**config.mk**
```make
export PLATFORM = sky130hd
export DESIGN_NAME = dimming_mode_and_on_time_regs
export DESIGN_NICKNAME = d
export VERILOG_FILES = /design/src/hdl/dim_regs_pkg.sv /design/src/hdl/dimming_mode_and_on_time_regs.sv /design/src/hdl/dim_i2c_target.sv /design/src/hdl/dim_channel.sv
export SDC_FILE = /design/constraint.sdc
export NUM_CORES = 1
export LEC_CHECK = 0
export ABC_CLOCK_PERIOD_IN_PS = 6600
export BUFFER_PORTS_ARGS = -buffer_cell sky130_fd_sc_hd__buf_2
export CORE_MARGIN = 2
export CORE_UTILIZATION = 30
export DETAILED_ROUTE_END_ITERATION = 7
export GPL_TIMING_DRIVEN = 0
export PLACE_DENSITY = 0.46
export SYNTH_ARGS = -nofsm -noshare
export SYNTH_HDL_FRONTEND = slang
export SYNTH_HIERARCHICAL = 1
export SYNTH_SLANG_ARGS = --single-unit
```
**constraint.sdc**
```tcl
create_clock -name clk_in -period 6.6 [get_ports clk_in]
set_input_delay 1.98 -clock clk_in [delete_from_list [all_inputs] [get_ports clk_in]]
set_output_delay 1.98 -clock clk_in [all_outputs]
set_load 0.02 [all_outputs]
```
**src/hdl/dim_regs_pkg.sv**
```systemverilog
package dim_regs_pkg;
  // ----------------------------------------------------------------
  // register map
  // ----------------------------------------------------------------
  localparam int NUM_CH = 4;
  localparam int NUM_REG_CH = 3;
  localparam logic [7:0] MODE_ADDR = 8'h03;
  localparam logic [7:0] HIGH_ADDR [NUM_REG_CH] = '{8'h04, 8'h06, 8'h08};
  localparam logic [7:0] MID_ADDR [NUM_REG_CH] = '{8'h05, 8'h07, 8'h09};
  localparam logic [7:0] LSB_ADDR = 8'h0c;
  // ----------------------------------------------------------------
  // mode field positions and reset values
  // ----------------------------------------------------------------
  localparam int FLAG_LSB = 4;
  localparam int EXT_BIT = 3;
  localparam int HYB_BIT = 2;
  localparam int THR_MSB = 1;
  localparam logic [3:0] MODE_RESET = 4'h8;
  localparam logic [7:0] ON_BYTE_RESET = 8'h7f;
  localparam logic [7:0] LSB_RESET = 8'hff;
  localparam int HIGH_LSB = 10;
  localparam int MID_LSB = 2;
  localparam int ON_W = 18;
  // ----------------------------------------------------------------
  // timing: 50 ns on-time step from a 4 ns clock
  // ----------------------------------------------------------------
  localparam logic [5:0] STEP_NS = 6'h32;
  localparam logic [5:0] CLK_NS = 6'h04;
endpackage

```
**src/hdl/dimming_mode_and_on_time_regs.sv**
```systemverilog
`timescale 1ns/1ps
module dimming_mode_and_on_time_regs
  import dim_regs_pkg::*;
#(
  parameter logic [6:0] TARGET_ADDR = 7'h28
) (
  // clock and reset
  input wire logic clk_in,
  input wire logic reset_n_in,
  // serial register port
  input wire logic scl_in,
  input wire logic sda_in,
  output logic sda_out,
  output logic sda_oe_out,
  // dimming sources
  input wire logic dim_pin_in,
  input wire logic [17:0] pwm_period_in,
  input wire logic [15:0] ch4_on_time_upper_in,
  // mode outputs
  output logic external_dim_select_out,
  output logic hybrid_dim_enable_out,
  output logic [1:0] crossover_threshold_field_out,
  // on-time values
  output logic [17:0] ch1_on_time_value_out,
  output logic [17:0] ch2_on_time_value_out,
  output logic [17:0] ch3_on_time_value_out,
  output logic [1:0] ch4_on_time_lsbs_out,
  // channel drive and status
  output logic [3:0] ch_pwm_out,
  output logic [3:0] ch_low_level_flag_out
);
  // ----------------------------------------------------------------
  // declarations
  // ----------------------------------------------------------------
  logic wr_pulse;
  logic [7:0] wr_addr;
  logic [7:0] wr_data;
  logic [7:0] rd_addr;
  logic [7:0] rd_data;
  logic [3:0] mode_ctrl_reg;
  logic [7:0] on_time_high_reg [NUM_REG_CH];
  logic [7:0] on_time_mid_reg [NUM_REG_CH];
  logic [7:0] ch1to4_on_time_lsbs_reg;
  logic [ON_W-1:0] on_time_value [NUM_CH];
  logic [3:0] low_flags;
  logic [5:0] step_acc_reg;
  logic [6:0] step_sum;
  logic step_tick;
  logic dim_meta_reg;
  logic dim_sync_reg;
  logic dim_prev_reg;
  logic [ON_W-1:0] pin_high_cnt_reg;
  logic [ON_W-1:0] pin_per_cnt_reg;
  logic [ON_W-1:0] pin_on_reg;
  logic [ON_W-1:0] pin_period_reg;

  // ----------------------------------------------------------------
  // serial register port
  // ----------------------------------------------------------------
  dim_i2c_target #(
    .TARGET_ADDR(TARGET_ADDR)
  ) u_target (
    .clk_in(clk_in),
    .reset_n_in(reset_n_in),
    .scl_in(scl_in),
    .sda_in(sda_in),
    .sda_out(sda_out),
    .sda_oe_out(sda_oe_out),
    .wr_pulse_out(wr_pulse),
    .wr_addr_out(wr_addr),
    .wr_data_out(wr_data),
    .rd_addr_out(rd_addr),
    .rd_data_in(rd_data)
  );

  // ----------------------------------------------------------------
  // mode register
  // ----------------------------------------------------------------
  // only the low nibble stores; the flag nibble ignores writes
  always_ff @(posedge clk_in or negedge reset_n_in) begin
    if (!reset_n_in) begin
      mode_ctrl_reg <= MODE_RESET;
    end else if (wr_pulse && wr_addr == MODE_ADDR) begin
      mode_ctrl_reg <= wr_data[3:0];
    end
  end
  assign external_dim_select_out = mode_ctrl_reg[EXT_BIT];
  assign hybrid_dim_enable_out = mode_ctrl_reg[HYB_BIT];
  assign crossover_threshold_field_out = mode_ctrl_reg[THR_MSB:0];
  assign ch_low_level_flag_out = low_flags;

  // ----------------------------------------------------------------
  // shared low-bit register
  // ----------------------------------------------------------------
  always_ff @(posedge clk_in or negedge reset_n_in) begin
    if (!reset_n_in) begin
      ch1to4_on_time_lsbs_reg <= LSB_RESET;
    end else if (wr_pulse && wr_addr == LSB_ADDR) begin
      ch1to4_on_time_lsbs_reg <= wr_data;
    end
  end
  assign ch4_on_time_lsbs_out = ch1to4_on_time_lsbs_reg[7:6];

  // ----------------------------------------------------------------
  // 50 ns step tick: 4 ns per clock does not divide 50 ns, so an
  // accumulator alternates 12 and 13 cycle gaps, exact on average
  // ----------------------------------------------------------------
  assign step_sum = {1'b0, step_acc_reg} + {1'b0, CLK_NS};
  assign step_tick = (step_sum >= {1'b0, STEP_NS});
  always_ff @(posedge clk_in or negedge reset_n_in) begin
    if (!reset_n_in) begin
      step_acc_reg <= 6'h00;
    end else begin
      step_acc_reg <= step_tick ? step_sum[5:0] - STEP_NS : step_sum[5:0];
    end
  end

  // ----------------------------------------------------------------
  // dimming pin: synchronise, then measure high time and period
  // ----------------------------------------------------------------
  always_ff @(posedge clk_in or negedge reset_n_in) begin
    if (!reset_n_in) begin
      dim_meta_reg <= 1'b0;
      dim_sync_reg <= 1'b0;
      dim_prev_reg <= 1'b0;
    end else begin
      dim_meta_reg <= dim_pin_in;
      dim_sync_reg <= dim_meta_reg;
      dim_prev_reg <= dim_sync_reg;
    end
  end
  // counters saturate so a stuck pin cannot wrap into a false duty
  always_ff @(posedge clk_in or negedge reset_n_in) begin
    if (!reset_n_in) begin
      pin_high_cnt_reg <= '0;
      pin_per_cnt_reg <= '0;
      pin_on_reg <= '0;
      pin_period_reg <= '0;
    end else if (dim_sync_reg && !dim_prev_reg) begin
      pin_on_reg <= pin_high_cnt_reg;
      pin_period_reg <= pin_per_cnt_reg;
      pin_high_cnt_reg <= '0;
      pin_per_cnt_reg <= '0;
    end else if (step_tick) begin
      if (pin_per_cnt_reg != '1) begin
        pin_per_cnt_reg <= pin_per_cnt_reg + ON_W'(1);
      end
      if (dim_sync_reg && pin_high_cnt_reg != '1) begin
        pin_high_cnt_reg <= pin_high_cnt_reg + ON_W'(1);
      end
    end
  end

  // ----------------------------------------------------------------
  // per-channel on-time bytes and dimming engines
  // ----------------------------------------------------------------
  genvar ch;
  generate
    for (ch = 0; ch < NUM_CH; ch++) begin : g_ch
      if (ch < NUM_REG_CH) begin : g_regs
        // high byte then middle byte, each at its own offset
        always_ff @(posedge clk_in or negedge reset_n_in) begin
          if (!reset_n_in) begin
            on_time_high_reg[ch] <= ON_BYTE_RESET;
            on_time_mid_reg[ch] <= ON_BYTE_RESET;
          end else if (wr_pulse) begin
            if (wr_addr == HIGH_ADDR[ch]) begin
              on_time_high_reg[ch] <= wr_data;
            end
            if (wr_addr == MID_ADDR[ch]) begin
              on_time_mid_reg[ch] <= wr_data;
            end
          end
        end
        // 17:10 high, 9:2 middle, 1:0 from the shared register
        assign on_time_value[ch] = {on_time_high_reg[ch], on_time_mid_reg[ch],
                                    ch1to4_on_time_lsbs_reg[2*ch+1 -: 2]};
        a_high_byte_maps: assert property (@(posedge clk_in) disable iff (!reset_n_in)
          (wr_pulse && wr_addr == HIGH_ADDR[ch]) |=>
            on_time_value[ch][ON_W-1:HIGH_LSB] == $past(wr_data))
          else $error("high byte did not land in bits 17:10");
        a_mid_byte_maps: assert property (@(posedge clk_in) disable iff (!reset_n_in)
          (wr_pulse && wr_addr == MID_ADDR[ch]) |=>
            on_time_value[ch][HIGH_LSB-1:MID_LSB] == $past(wr_data))
          else $error("middle byte did not land in bits 9:2");
      end else begin : g_ext
        // upper bits of channel 4 live in registers outside this bank
        assign on_time_value[ch] = {ch4_on_time_upper_in, ch1to4_on_time_lsbs_reg[7:6]};
      end
      dim_channel u_channel (
        .clk_in(clk_in),
        .reset_n_in(reset_n_in),
        .step_tick_in(step_tick),
        .ext_select_in(mode_ctrl_reg[EXT_BIT]),
        .pin_level_in(dim_sync_reg),
        .hybrid_en_in(mode_ctrl_reg[HYB_BIT]),
        .threshold_in(mode_ctrl_reg[THR_MSB:0]),
        .on_time_in(on_time_value[ch]),
        .period_in(pwm_period_in),
        .pin_on_in(pin_on_reg),
        .pin_period_in(pin_period_reg),
        .pwm_out(ch_pwm_out[ch]),
        .low_dim_out(low_flags[ch])
      );
    end
  endgenerate
  assign ch1_on_time_value_out = on_time_value[0];
  assign ch2_on_time_value_out = on_time_value[1];
  assign ch3_on_time_value_out = on_time_value[2];

  // ----------------------------------------------------------------
  // read mux: unmapped offsets read zero
  // ----------------------------------------------------------------
  always_comb begin
    rd_data = 8'h00;
    if (rd_addr == MODE_ADDR) begin
      rd_data = {low_flags, mode_ctrl_reg};
    end
    if (rd_addr == LSB_ADDR) begin
      rd_data = ch1to4_on_time_lsbs_reg;
    end
    for (int i = 0; i < NUM_REG_CH; i++) begin
      if (rd_addr == HIGH_ADDR[i]) begin
        rd_data = on_time_high_reg[i];
      end
      if (rd_addr == MID_ADDR[i]) begin
        rd_data = on_time_mid_reg[i];
      end
    end
  end

  // ----------------------------------------------------------------
  // checks
  // ----------------------------------------------------------------
  a_flags_read_only: assert property (@(posedge clk_in) disable iff (!reset_n_in)
    (rd_addr == MODE_ADDR) |-> rd_data[7:FLAG_LSB] == low_flags)
    else $error("mode read does not show channel flags");
  a_flags_ignore_write: assert property (@(posedge clk_in) disable iff (!reset_n_in)
    (wr_pulse && wr_addr == MODE_ADDR && !mode_ctrl_reg[HYB_BIT] && !wr_data[HYB_BIT])
      |=> ##1 low_flags == 4'h0)
    else $error("flag bits followed a write");
  a_ext_pin_follow: assert property (@(posedge clk_in) disable iff (!reset_n_in)
    mode_ctrl_reg[EXT_BIT] |=> ch_pwm_out == {NUM_CH{$past(dim_sync_reg)}})
    else $error("pin dimming not followed");
  a_reg_mode_zero: assert property (@(posedge clk_in) disable iff (!reset_n_in)
    (!mode_ctrl_reg[EXT_BIT] && on_time_value[0] == '0) |=> !ch_pwm_out[0])
    else $error("zero on-time still drives channel 1");
  a_ext_reset_one: assert property (@(posedge clk_in) disable iff (!reset_n_in)
    !$past(reset_n_in) |-> mode_ctrl_reg == MODE_RESET)
    else $error("mode reset value wrong");
  a_hybrid_write: assert property (@(posedge clk_in) disable iff (!reset_n_in)
    (wr_pulse && wr_addr == MODE_ADDR) |=> hybrid_dim_enable_out == $past(wr_data[HYB_BIT]))
    else $error("hybrid enable not written");
  a_thr_write: assert property (@(posedge clk_in) disable iff (!reset_n_in)
    (wr_pulse && wr_addr == MODE_ADDR) |=>
      crossover_threshold_field_out == $past(wr_data[THR_MSB:0]))
    else $error("threshold field not written");
  // gap counter for the tick spacing checks; a wrong gap would skew
  // every on-time, and saturating keeps a stalled tick visible
  logic [3:0] tick_gap_reg;
  always_ff @(posedge clk_in or negedge reset_n_in) begin
    if (!reset_n_in) begin
      tick_gap_reg <= 4'h0;
    end else if (step_tick) begin
      tick_gap_reg <= 4'h1;
    end else if (tick_gap_reg != 4'hf) begin
      tick_gap_reg <= tick_gap_reg + 4'h1;
    end
  end
  a_step_spacing: assert property (@(posedge clk_in) disable iff (!reset_n_in)
    step_tick |-> (tick_gap_reg == 4'(STEP_NS / CLK_NS) ||
      tick_gap_reg == 4'(STEP_NS / CLK_NS) + 4'h1))
    else $error("50 ns step spacing wrong");
  a_step_no_stall: assert property (@(posedge clk_in) disable iff (!reset_n_in)
    tick_gap_reg <= 4'(STEP_NS / CLK_NS) + 4'h1)
    else $error("50 ns step tick stalled");
  a_lsb_shared: assert property (@(posedge clk_in) disable iff (!reset_n_in)
    (wr_pulse && wr_addr == LSB_ADDR) |=>
      (ch1_on_time_value_out[1:0] == $past(wr_data[1:0])) &&
      (ch2_on_time_value_out[1:0] == $past(wr_data[3:2])) &&
      (ch3_on_time_value_out[1:0] == $past(wr_data[5:4])) &&
      (ch4_on_time_lsbs_out == $past(wr_data[7:6])))
    else $error("shared low bits misplaced");
  c_ext_cleared: cover property (@(posedge clk_in) disable iff (!reset_n_in)
    $fell(mode_ctrl_reg[EXT_BIT]));
  c_flag_set: cover property (@(posedge clk_in) disable iff (!reset_n_in)
    $rose(low_flags[0]));
  c_on_time_write: cover property (@(posedge clk_in) disable iff (!reset_n_in)
    wr_pulse && wr_addr == HIGH_ADDR[0]);
  c_pin_measured: cover property (@(posedge clk_in) disable iff (!reset_n_in)
    dim_sync_reg && !dim_prev_reg && pin_per_cnt_reg > 18'h00002);
  c_pin_hybrid: cover property (@(posedge clk_in) disable iff (!reset_n_in)
    mode_ctrl_reg[EXT_BIT] && mode_ctrl_reg[HYB_BIT] && low_flags == 4'hf);
endmodule // dimming_mode_and_on_time_regs

```
**src/hdl/dim_i2c_target.sv**
```systemverilog
`timescale 1ns/1ps
module dim_i2c_target #(
  parameter logic [6:0] TARGET_ADDR = 7'h28
) (
  // clock and reset
  input wire logic clk_in,
  input wire logic reset_n_in,
  // serial pins
  input wire logic scl_in,
  input wire logic sda_in,
  output logic sda_out,
  output logic sda_oe_out,
  // register side
  output logic wr_pulse_out,
  output logic [7:0] wr_addr_out,
  output logic [7:0] wr_data_out,
  output logic [7:0] rd_addr_out,
  input wire logic [7:0] rd_data_in
);
  typedef enum {S_IDLE, S_ADDR, S_ACK_ADDR, S_PTR, S_ACK_PTR, S_WDATA, S_ACK_WDATA,
                S_RDATA, S_ACK_RDATA} i2c_state_t;
  i2c_state_t state_reg;
  logic [2:0] scl_reg, sda_reg;
  logic [7:0] shift_reg, ptr_reg;
  logic [2:0] cnt_reg;
  logic full_reg, rw_reg, drive_reg, ack_ok_reg;
  logic rise, fall, start, stop;
  // two flops before use; bit 2 is the previous synced sample
  always_ff @(posedge clk_in or negedge reset_n_in) begin
    if (!reset_n_in) begin
      scl_reg <= 3'h7;
      sda_reg <= 3'h7;
    end else begin
      scl_reg <= {scl_reg[1:0], scl_in};
      sda_reg <= {sda_reg[1:0], sda_in};
    end
  end
  assign rise = scl_reg[1] & ~scl_reg[2];
  assign fall = ~scl_reg[1] & scl_reg[2];
  assign start = scl_reg[1] & scl_reg[2] & sda_reg[2] & ~sda_reg[1];
  assign stop = scl_reg[1] & scl_reg[2] & ~sda_reg[2] & sda_reg[1];
  assign sda_out = 1'b0;
  assign sda_oe_out = drive_reg;
  assign rd_addr_out = ptr_reg;
  // byte engine: sample on scl rise, change sda only on scl fall
  always_ff @(posedge clk_in or negedge reset_n_in) begin
    if (!reset_n_in) begin
      state_reg <= S_IDLE;
      shift_reg <= 8'h00;
      ptr_reg <= 8'h00;
      cnt_reg <= 3'h0;
      full_reg <= 1'b0;
      rw_reg <= 1'b0;
      drive_reg <= 1'b0;
      ack_ok_reg <= 1'b0;
      wr_pulse_out <= 1'b0;
      wr_addr_out <= 8'h00;
      wr_data_out <= 8'h00;
    end else begin
      wr_pulse_out <= 1'b0;
      if (start || stop) begin
        state_reg <= start ? S_ADDR : S_IDLE;
        cnt_reg <= 3'h0;
        full_reg <= 1'b0;
        drive_reg <= 1'b0;
      end else begin
        case (state_reg)
          S_ADDR, S_PTR, S_WDATA: begin
            if (rise) begin
              shift_reg <= {shift_reg[6:0], sda_reg[1]};
              cnt_reg <= cnt_reg + 3'h1;
              full_reg <= (cnt_reg == 3'h7);
            end else if (fall && full_reg) begin
              full_reg <= 1'b0;
              drive_reg <= 1'b1;
              if (state_reg == S_ADDR) begin
                rw_reg <= shift_reg[0];
                drive_reg <= (shift_reg[7:1] == TARGET_ADDR);
                state_reg <= (shift_reg[7:1] == TARGET_ADDR) ? S_ACK_ADDR : S_IDLE;
              end else if (state_reg == S_PTR) begin
                ptr_reg <= shift_reg;
                state_reg <= S_ACK_PTR;
              end else begin
                wr_pulse_out <= 1'b1;
                wr_addr_out <= ptr_reg;
                wr_data_out <= shift_reg;
                ptr_reg <= ptr_reg + 8'h01;
                state_reg <= S_ACK_WDATA;
              end
            end
          end
          S_ACK_ADDR, S_ACK_PTR, S_ACK_WDATA: begin
            if (fall) begin
              cnt_reg <= 3'h0;
              if (state_reg == S_ACK_ADDR && rw_reg) begin
                shift_reg <= rd_data_in;
                drive_reg <= ~rd_data_in[7];
                state_reg <= S_RDATA;
              end else begin
                drive_reg <= 1'b0;
                state_reg <= (state_reg == S_ACK_ADDR) ? S_PTR : S_WDATA;
              end
            end
          end
          S_RDATA: begin
            if (fall) begin
              cnt_reg <= cnt_reg + 3'h1;
              shift_reg <= {shift_reg[6:0], 1'b0};
              drive_reg <= (cnt_reg == 3'h7) ? 1'b0 : ~shift_reg[6];
              if (cnt_reg == 3'h7) begin
                ptr_reg <= ptr_reg + 8'h01;
                state_reg <= S_ACK_RDATA;
              end
            end
          end
          S_ACK_RDATA: begin
            if (rise) begin
              ack_ok_reg <= ~sda_reg[1];
            end else if (fall) begin
              cnt_reg <= 3'h0;
              shift_reg <= rd_data_in;
              drive_reg <= ack_ok_reg & ~rd_data_in[7];
              state_reg <= ack_ok_reg ? S_RDATA : S_IDLE;
            end
          end
          default: state_reg <= S_IDLE;
        endcase
      end
    end
  end
endmodule // dim_i2c_target

```
**src/hdl/dim_channel.sv**
```systemverilog
`timescale 1ns/1ps
module dim_channel
  import dim_regs_pkg::*;
(
  // clock and reset
  input wire logic clk_in,
  input wire logic reset_n_in,
  // control
  input wire logic step_tick_in,
  input wire logic ext_select_in,
  input wire logic pin_level_in,
  input wire logic hybrid_en_in,
  input wire logic [1:0] threshold_in,
  // duty sources, in 50 ns steps
  input wire logic [ON_W-1:0] on_time_in,
  input wire logic [ON_W-1:0] period_in,
  input wire logic [ON_W-1:0] pin_on_in,
  input wire logic [ON_W-1:0] pin_period_in,
  // results
  output logic pwm_out,
  output logic low_dim_out
);
  logic [ON_W-1:0] count_reg;
  logic [ON_W+3:0] scaled_on, cmd_per;
  logic [ON_W-1:0] cmd_on;
  // step counter across the register-mode period
  always_ff @(posedge clk_in or negedge reset_n_in) begin
    if (!reset_n_in) begin
      count_reg <= '0;
    end else if (step_tick_in) begin
      count_reg <= (count_reg + ON_W'(1) >= period_in) ? '0 : count_reg + ON_W'(1);
    end
  end
  // pin mode passes the pin, register mode compares on-time steps
  always_ff @(posedge clk_in or negedge reset_n_in) begin
    if (!reset_n_in) begin
      pwm_out <= 1'b0;
    end else begin
      pwm_out <= ext_select_in ? pin_level_in : (count_reg < on_time_in);
    end
  end
  // duty below threshold: on * 2^k < period, k = 4,3,2,1
  always_comb begin
    cmd_on = ext_select_in ? pin_on_in : on_time_in;
    cmd_per = {4'h0, ext_select_in ? pin_period_in : period_in};
    case (threshold_in)
      2'h0: scaled_on = {cmd_on, 4'h0};
      2'h1: scaled_on = {1'b0, cmd_on, 3'h0};
      2'h2: scaled_on = {2'h0, cmd_on, 2'h0};
      default: scaled_on = {3'h0, cmd_on, 1'b0};
    endcase
  end
  always_ff @(posedge clk_in or negedge reset_n_in) begin
    if (!reset_n_in) begin
      low_dim_out <= 1'b0;
    end else begin
      low_dim_out <= hybrid_en_in && (scaled_on < cmd_per);
    end
  end
  a_flag_needs_hybrid: assert property (@(posedge clk_in) disable iff (!reset_n_in)
    !hybrid_en_in |=> !low_dim_out) else $error("low-dim flag set without hybrid");
  a_flag_on_low_duty: assert property (@(posedge clk_in) disable iff (!reset_n_in)
    (hybrid_en_in && scaled_on < cmd_per) |=> low_dim_out) else $error("low-dim flag missed");
endmodule // dim_channel

```
======== Word-level counts from Yosys, hierarchy flattened ========
Index checks and enable logic that the tools add are counted.
word-level totals
  register bits ........................... 299
  input port bits ......................... 39
  output and inout bits ................... 70
  word-level logic and storage cells ...... 262
cells by class
  add/subtract/negate cells ............... 10
  order comparisons ....................... 13
  eq/ne operators ......................... 51
  multiplexer cells ....................... 89
  bitwise gates (word level) .............. 18
  reductions and logical operators ........ 40
operators with widths
  kind                   number
  $mux 32                10
  $mux 18                15
  $pmux 22 s3            4
  $eq 32x3->1 const B    6
  $mux 8                 20
  $pmux 32 s4            1
  $add 18x1->18 const B  6
  $eq 32x2->1 const B    3
  $lt 22x18->1           4
  $ge 18x18->1           4
  $lt 18x18->1           4
  $eq 8x3->1 const B     8
  $eq 8x4->1 const B     6
  $ne 18x18->1 const B   2
  $eq 32x1->1 const B    1
  $eq 32x4->1 const B    1
  $pmux 8 s4             1
  $mux 1                 25
  $mux 3                 7
  $reduce_and 7->1       3
  $ne 3x1->1 const B     6
  $reduce_and 2->1       9
  $eq 8x2->1 const B     2
  $pmux 8 s2             1
  32 further kinds       72

======== Longest topological paths before layout ========
  word-level depth ........................ 15
  depth in mapped cells ................... 15
  gate-level depth less buffers ........... 14

======== Modules after synthesis ========
Netlist, hierarchy kept.
modules (own cells, without submodules)
  module                                instances  cells an instance  area an instance (sq um)  sequential area each (sq um)
  dimming_mode_and_on_time_regs         1          683                6969.2                    3567.2
  dim_channel at g_ch[1].u_channel ...  2          377                3189.3                    500.5
  dim_channel at g_ch[2].u_channel      1          355                3219.3                    500.5
  dim_channel at g_ch[0].u_channel      1          384                3175.5                    500.5
  dim_i2c_target                        1          265                2652.5                    1258.7

======== Least setup slack after synthesis ========
OpenSTA, ideal clock, no wires.
  path kind ............................... input to register
  start point ............................. in ch4_on_time_upper_in[2]
  end point ............................... reg g_ch[3].u_channel.low_dim_out
  library setup time ...................... 0.086 ns
  arrival time ............................ 3.744 ns
  path slack .............................. 2.770 ns
  stages .................................. 9
  path buffers ............................ 0
  cells stage by stage .................... mux4_2 -> mux2_2 -> ha_1 -> a21o_1 -> a21o_1 -> a21oi_1 -> a211o_1 -> a31oi_1 -> nor3_1
on the way
  longest elaborated chain between the ends .. 4
ends and longest elaborated chain
  element               line                                 source
  from (decl)           dimming_mode_and_on_time_regs.sv:18  input wire logic [15:0] ch4_on_time_upper_in,
  $mux 18               dim_channel.sv:44                    cmd_on = ext_select_in ? pin_on_in : on_time_in;
  $pmux 22 s3           dim_channel.sv:46                    case (threshold_in)
  $lt 22x18->1          dim_channel.sv:57                    low_dim_out <= hybrid_en_in && (scaled_on < cmd_per);
  $logic_and 1x1->1     dim_channel.sv:57
  to (signal assigned)  dim_channel.sv:57
  to (decl)             dim_channel.sv:21                    output logic low_dim_out
No other way between the ends.
A chain may end at the register's enable or synchronous reset.

======== Worst setup path after layout ========
  start point ............................. reg step_acc_reg[2]
  end point ............................... reg g_ch[3].u_channel.count_reg[5]
on the way
  longest elaborated chain between the ends .. 2
ends and longest elaborated chain
  element                 line                                  source
  from (decl)             dimming_mode_and_on_time_regs.sv:46   logic [5:0] step_acc_reg;
  from (signal assigned)  dimming_mode_and_on_time_regs.sv:114  step_acc_reg <= step_tick ? step_sum[5:0] - STEP_NS : step_sum[5:0];
  $add 6x3->7             dimming_mode_and_on_time_regs.sv:108  assign step_sum = {1'b0, step_acc_reg} + {1'b0, CLK_NS};
  $ge 7x6->1              dimming_mode_and_on_time_regs.sv:109  assign step_tick = (step_sum >= {1'b0, STEP_NS});
  via step_tick           dimming_mode_and_on_time_regs.sv:48   logic step_tick;
  to (signal assigned)    dim_channel.sv:31                     count_reg <= (count_reg + ON_W'(1) >= period_in) ? '0 : count_reg + ON_W'(1);
  to (decl)               dim_channel.sv:23                     logic [ON_W-1:0] count_reg;
The timed path passes the listed nets, and every way through them passes these cells.

==> flow_summary.json <==
{
  "ys_warn_count": 6,
  "gp_congestion": 0.921,
  "switchingPower_uw": 1330,
  "min_path_type": "reg -> reg",
  "largest_reg_flops": 72,
  "critPathMaxFanout": 39,
  "slowest_delay_ps": 700,
  "cpMaxStageDelayCell": "inv_2",
  "async_flop_share_pct": 100,
  "syn_inst": 2441,
  "ctsResizeCount": 0,
  "first_iter_violations": 1363,
  "die_area_sq_um": 76900,
  "seqPwrFrac_pct": 40.7,
  "h-tree-depth": 2,
  "grt_max_degree": 122,
  "synth_top_area_share_pct": 23.8,
  "clock_path_buffers": 3,
  "dpl.hpwl_um": 63500,
  "grtUsageMet3_pct": 3.75,
  "drive_above_1_share_pct": 18.9,
  "p_comb_share_pct": 12.3,
  "row_count": 100,
  "path_clk_slew_ps": 60,
  "dp_cells": 3519,
  "crit_chain": "ha_1 -> nor3b_1 -> nor4_1 -> a21oi_1 -> buf_2 -> inv_2 -> inv_1 -> a2111oi_0 -> o21ai_1 -> clkbuf_1 -> nand2b_1 -> o21ai_0",
  "synth-edff-count": 0,
  "ios": 109,
  "crit_type": "reg -> reg",
  "fmax_ghz": 0.233,
  "grt_overflow": 0,
  "avgSynthCellArea_sq_um": 9.17,
  "start_kind": "register",
  "antenna_found_initial": 2,
  "grt_usage_pct": 22.3,
  "critPathTopFamily": "buffers and inverters",
  "fin_ws_ps": 2310,
  "vias_per_cell": 5.52,
  "switching_share_pct": 29.2,
  "wirelength_um": 86800,
  "drcViolationCount": 0,
  "clkPwrFrac_pct": 47.1,
  "fin_skew_ps": 63.0,
  "drt_pass1_iterations": 5,
  "min_period_ps": 4290,
  "synth_top_cell_by_area": "dfrtp_1",
  "synth.cell_area_sq_um": 22400,
  "critical_path_arrival_ps": 4730,
  "ctsHoldBuffers": 0,
  "cap_violations": 0,
  "area_growth_pct": 13.9,
  "power_uw": 4560,
  "grt_pass1_wl_um": 129000,
  "nNetsFinal": 2849,
  "cts_tree": "done",
  "synth-seq-cells": 270,
  "clk_latency_ps": 610,
  "p_leak_uw": 0.0116,
  "tns_ps": 0,
  "slew_viol_final": 0,
  "slew_headroom_pct": 14.5,
  "synthTopCellsByArea": "dfrtp_1 (24%), ha_1 (12%), dfstp_2 (6.7%)",
  "ys_types": 103,
  "gr-usage-met2_pct": 36.5,
  "grt-busiest-layer": "met2",
  "worstMarginPinSlew_ps": 1270,
  "die_width_um": 277,
  "clock-sinks": 270,
  "detail_route.wl_per_cell_um": 24.2,
  "status": "finished, final reports clean",
  "cellPowerDensity_nw_per_um2": 179,
  "grt_pass1_vias": 19800,
  "setup_viol": 0,
  "p_int_uw": 3230,
  "drtAntennaViolNets": 0,
  "ys_top_cells_by_count": "nand2_1 (351), inv_1 (240), ha_1 (221), dfrtp_1 (213), o21ai_0 (130)",
  "die_h_um": 277,
  "cts-root-buf": "clkbuf_16",
  "finalHoldViolations": 0,
  "crit_buf_inv": 4,
  "synth_fp_nets": 2701,
  "antennaDiodeCount": 0,
  "worstSetupEndpointType": "register",
  "cts_made_buffers": 37,
  "vias": 19800,
  "initial_core_util_pct": 30.2,
  "ys.flop_type": "dfrtp_1",
  "io_buffers": 107,
  "pre_cts_ws_ps": 2060,
  "yosysSeqAreaShare_pct": 30.5,
  "finalNonFillerCells": 3582,
  "rsz0062_at_grt": "no",
  "vdd_drop_max_mv": 0.150,
  "cp.required_ps": 7040,
  "synth.most_common_cell": "nand2_1",
  "grt_use_met1_pct": 30.1,
  "period_share_pct": 65.0,
  "cts_setup_buffers": 0,
  "coreArea_sq_um": 74200
}
## cells in the final DEF (no fill, tap or decap), drive strengths merged, types with 10 or more instances in the layout
cell type,netlist,routed
nor4,18,18
o31ai,18,18
dfrtp,213,213
nand2b,67,67
nor2b,17,17
o21ai,136,136
clkinv,0,10
a21oi,115,115
a211oi,24,24
mux2i,99,99
clkbuf,46,91
o2bb2ai,11,11
o22ai,12,12
or4,18,18
xnor2,59,59
buf,53,162
and2,11,11
ha,221,221
a21o,64,64
mux2,106,106
dfstp,57,57
nand4,55,55
nand3,51,51
nand2,352,352
mux4,64,64
or3,14,14
nor2,71,71
a31oi,12,12
a21boi,11,11
nor3,43,43
inv,241,244
and4,16,16
## power groups by stage
stage,sequential [uW],clock (uW),combinational [uW]
after global routing,1860,2280,631
after floorplan,1830,0,354
after CTS,1850,2210,561
after global placement,1880,0,538
final,1850,2150,559
after detailed placement,1880,0,557
## metrics by stage
stage	cell area, sq um	hold slack [ps]	util (%)
floorplan	22400	331	-
global placement	24100	346	32.5
detailed placement	24200	346	32.6
CTS	25500	356	34.4
global route	25500	363	34.4
finish	25500	355	34.4
## cell type report
type | count | area [sq um]
fillers | 7632 | 48700
multi-input cells | 1831 | 14200
flip-flops and latches | 270 | 6830
well taps | 969 | 1210
clock buffers | 45 | 1030
inverters | 241 | 905
repair buffers | 109 | 601
plain buffers | 99 | 463
clock inverters | 18 | 269
## kinds of logic after synthesis
logic type      synth area share [%]
xor+xnor                        2.50
flops                           30.5
fa+ha+maj                       12.4
compound gates                  14.5
other cells                   0.0167
simple gates                    17.7
mux                             16.3
buf+inv                         6.11
## final timing paths
path                                startpoint                               to  cells past startpoint  slack, ps
min in group asynchronous           reset_n_in        g_ch[0].u_channel/pwm_out                      1       1370
max in group asynchronous           reset_n_in  g_ch[1].u_channel/count_reg[13]                      2       4060
max reg2reg                    step_acc_reg[2]   g_ch[3].u_channel/count_reg[5]                     12       2310
max                            step_acc_reg[2]   g_ch[3].u_channel/count_reg[5]                     12       2310
min reg2reg                u_target/sda_reg[0]              u_target/sda_reg[1]                      0        350
min                        u_target/sda_reg[0]              u_target/sda_reg[1]                      0        350
## metal layers
metal / wire length [um] / share of wire (%)
met1: 38800 / 45
met2: 40200 / 46
met4: 2550 / 2.9
met3: 5240 / 6.0
met5: 0 / 0
Note: power is estimated with default switching activity, not from simulation.
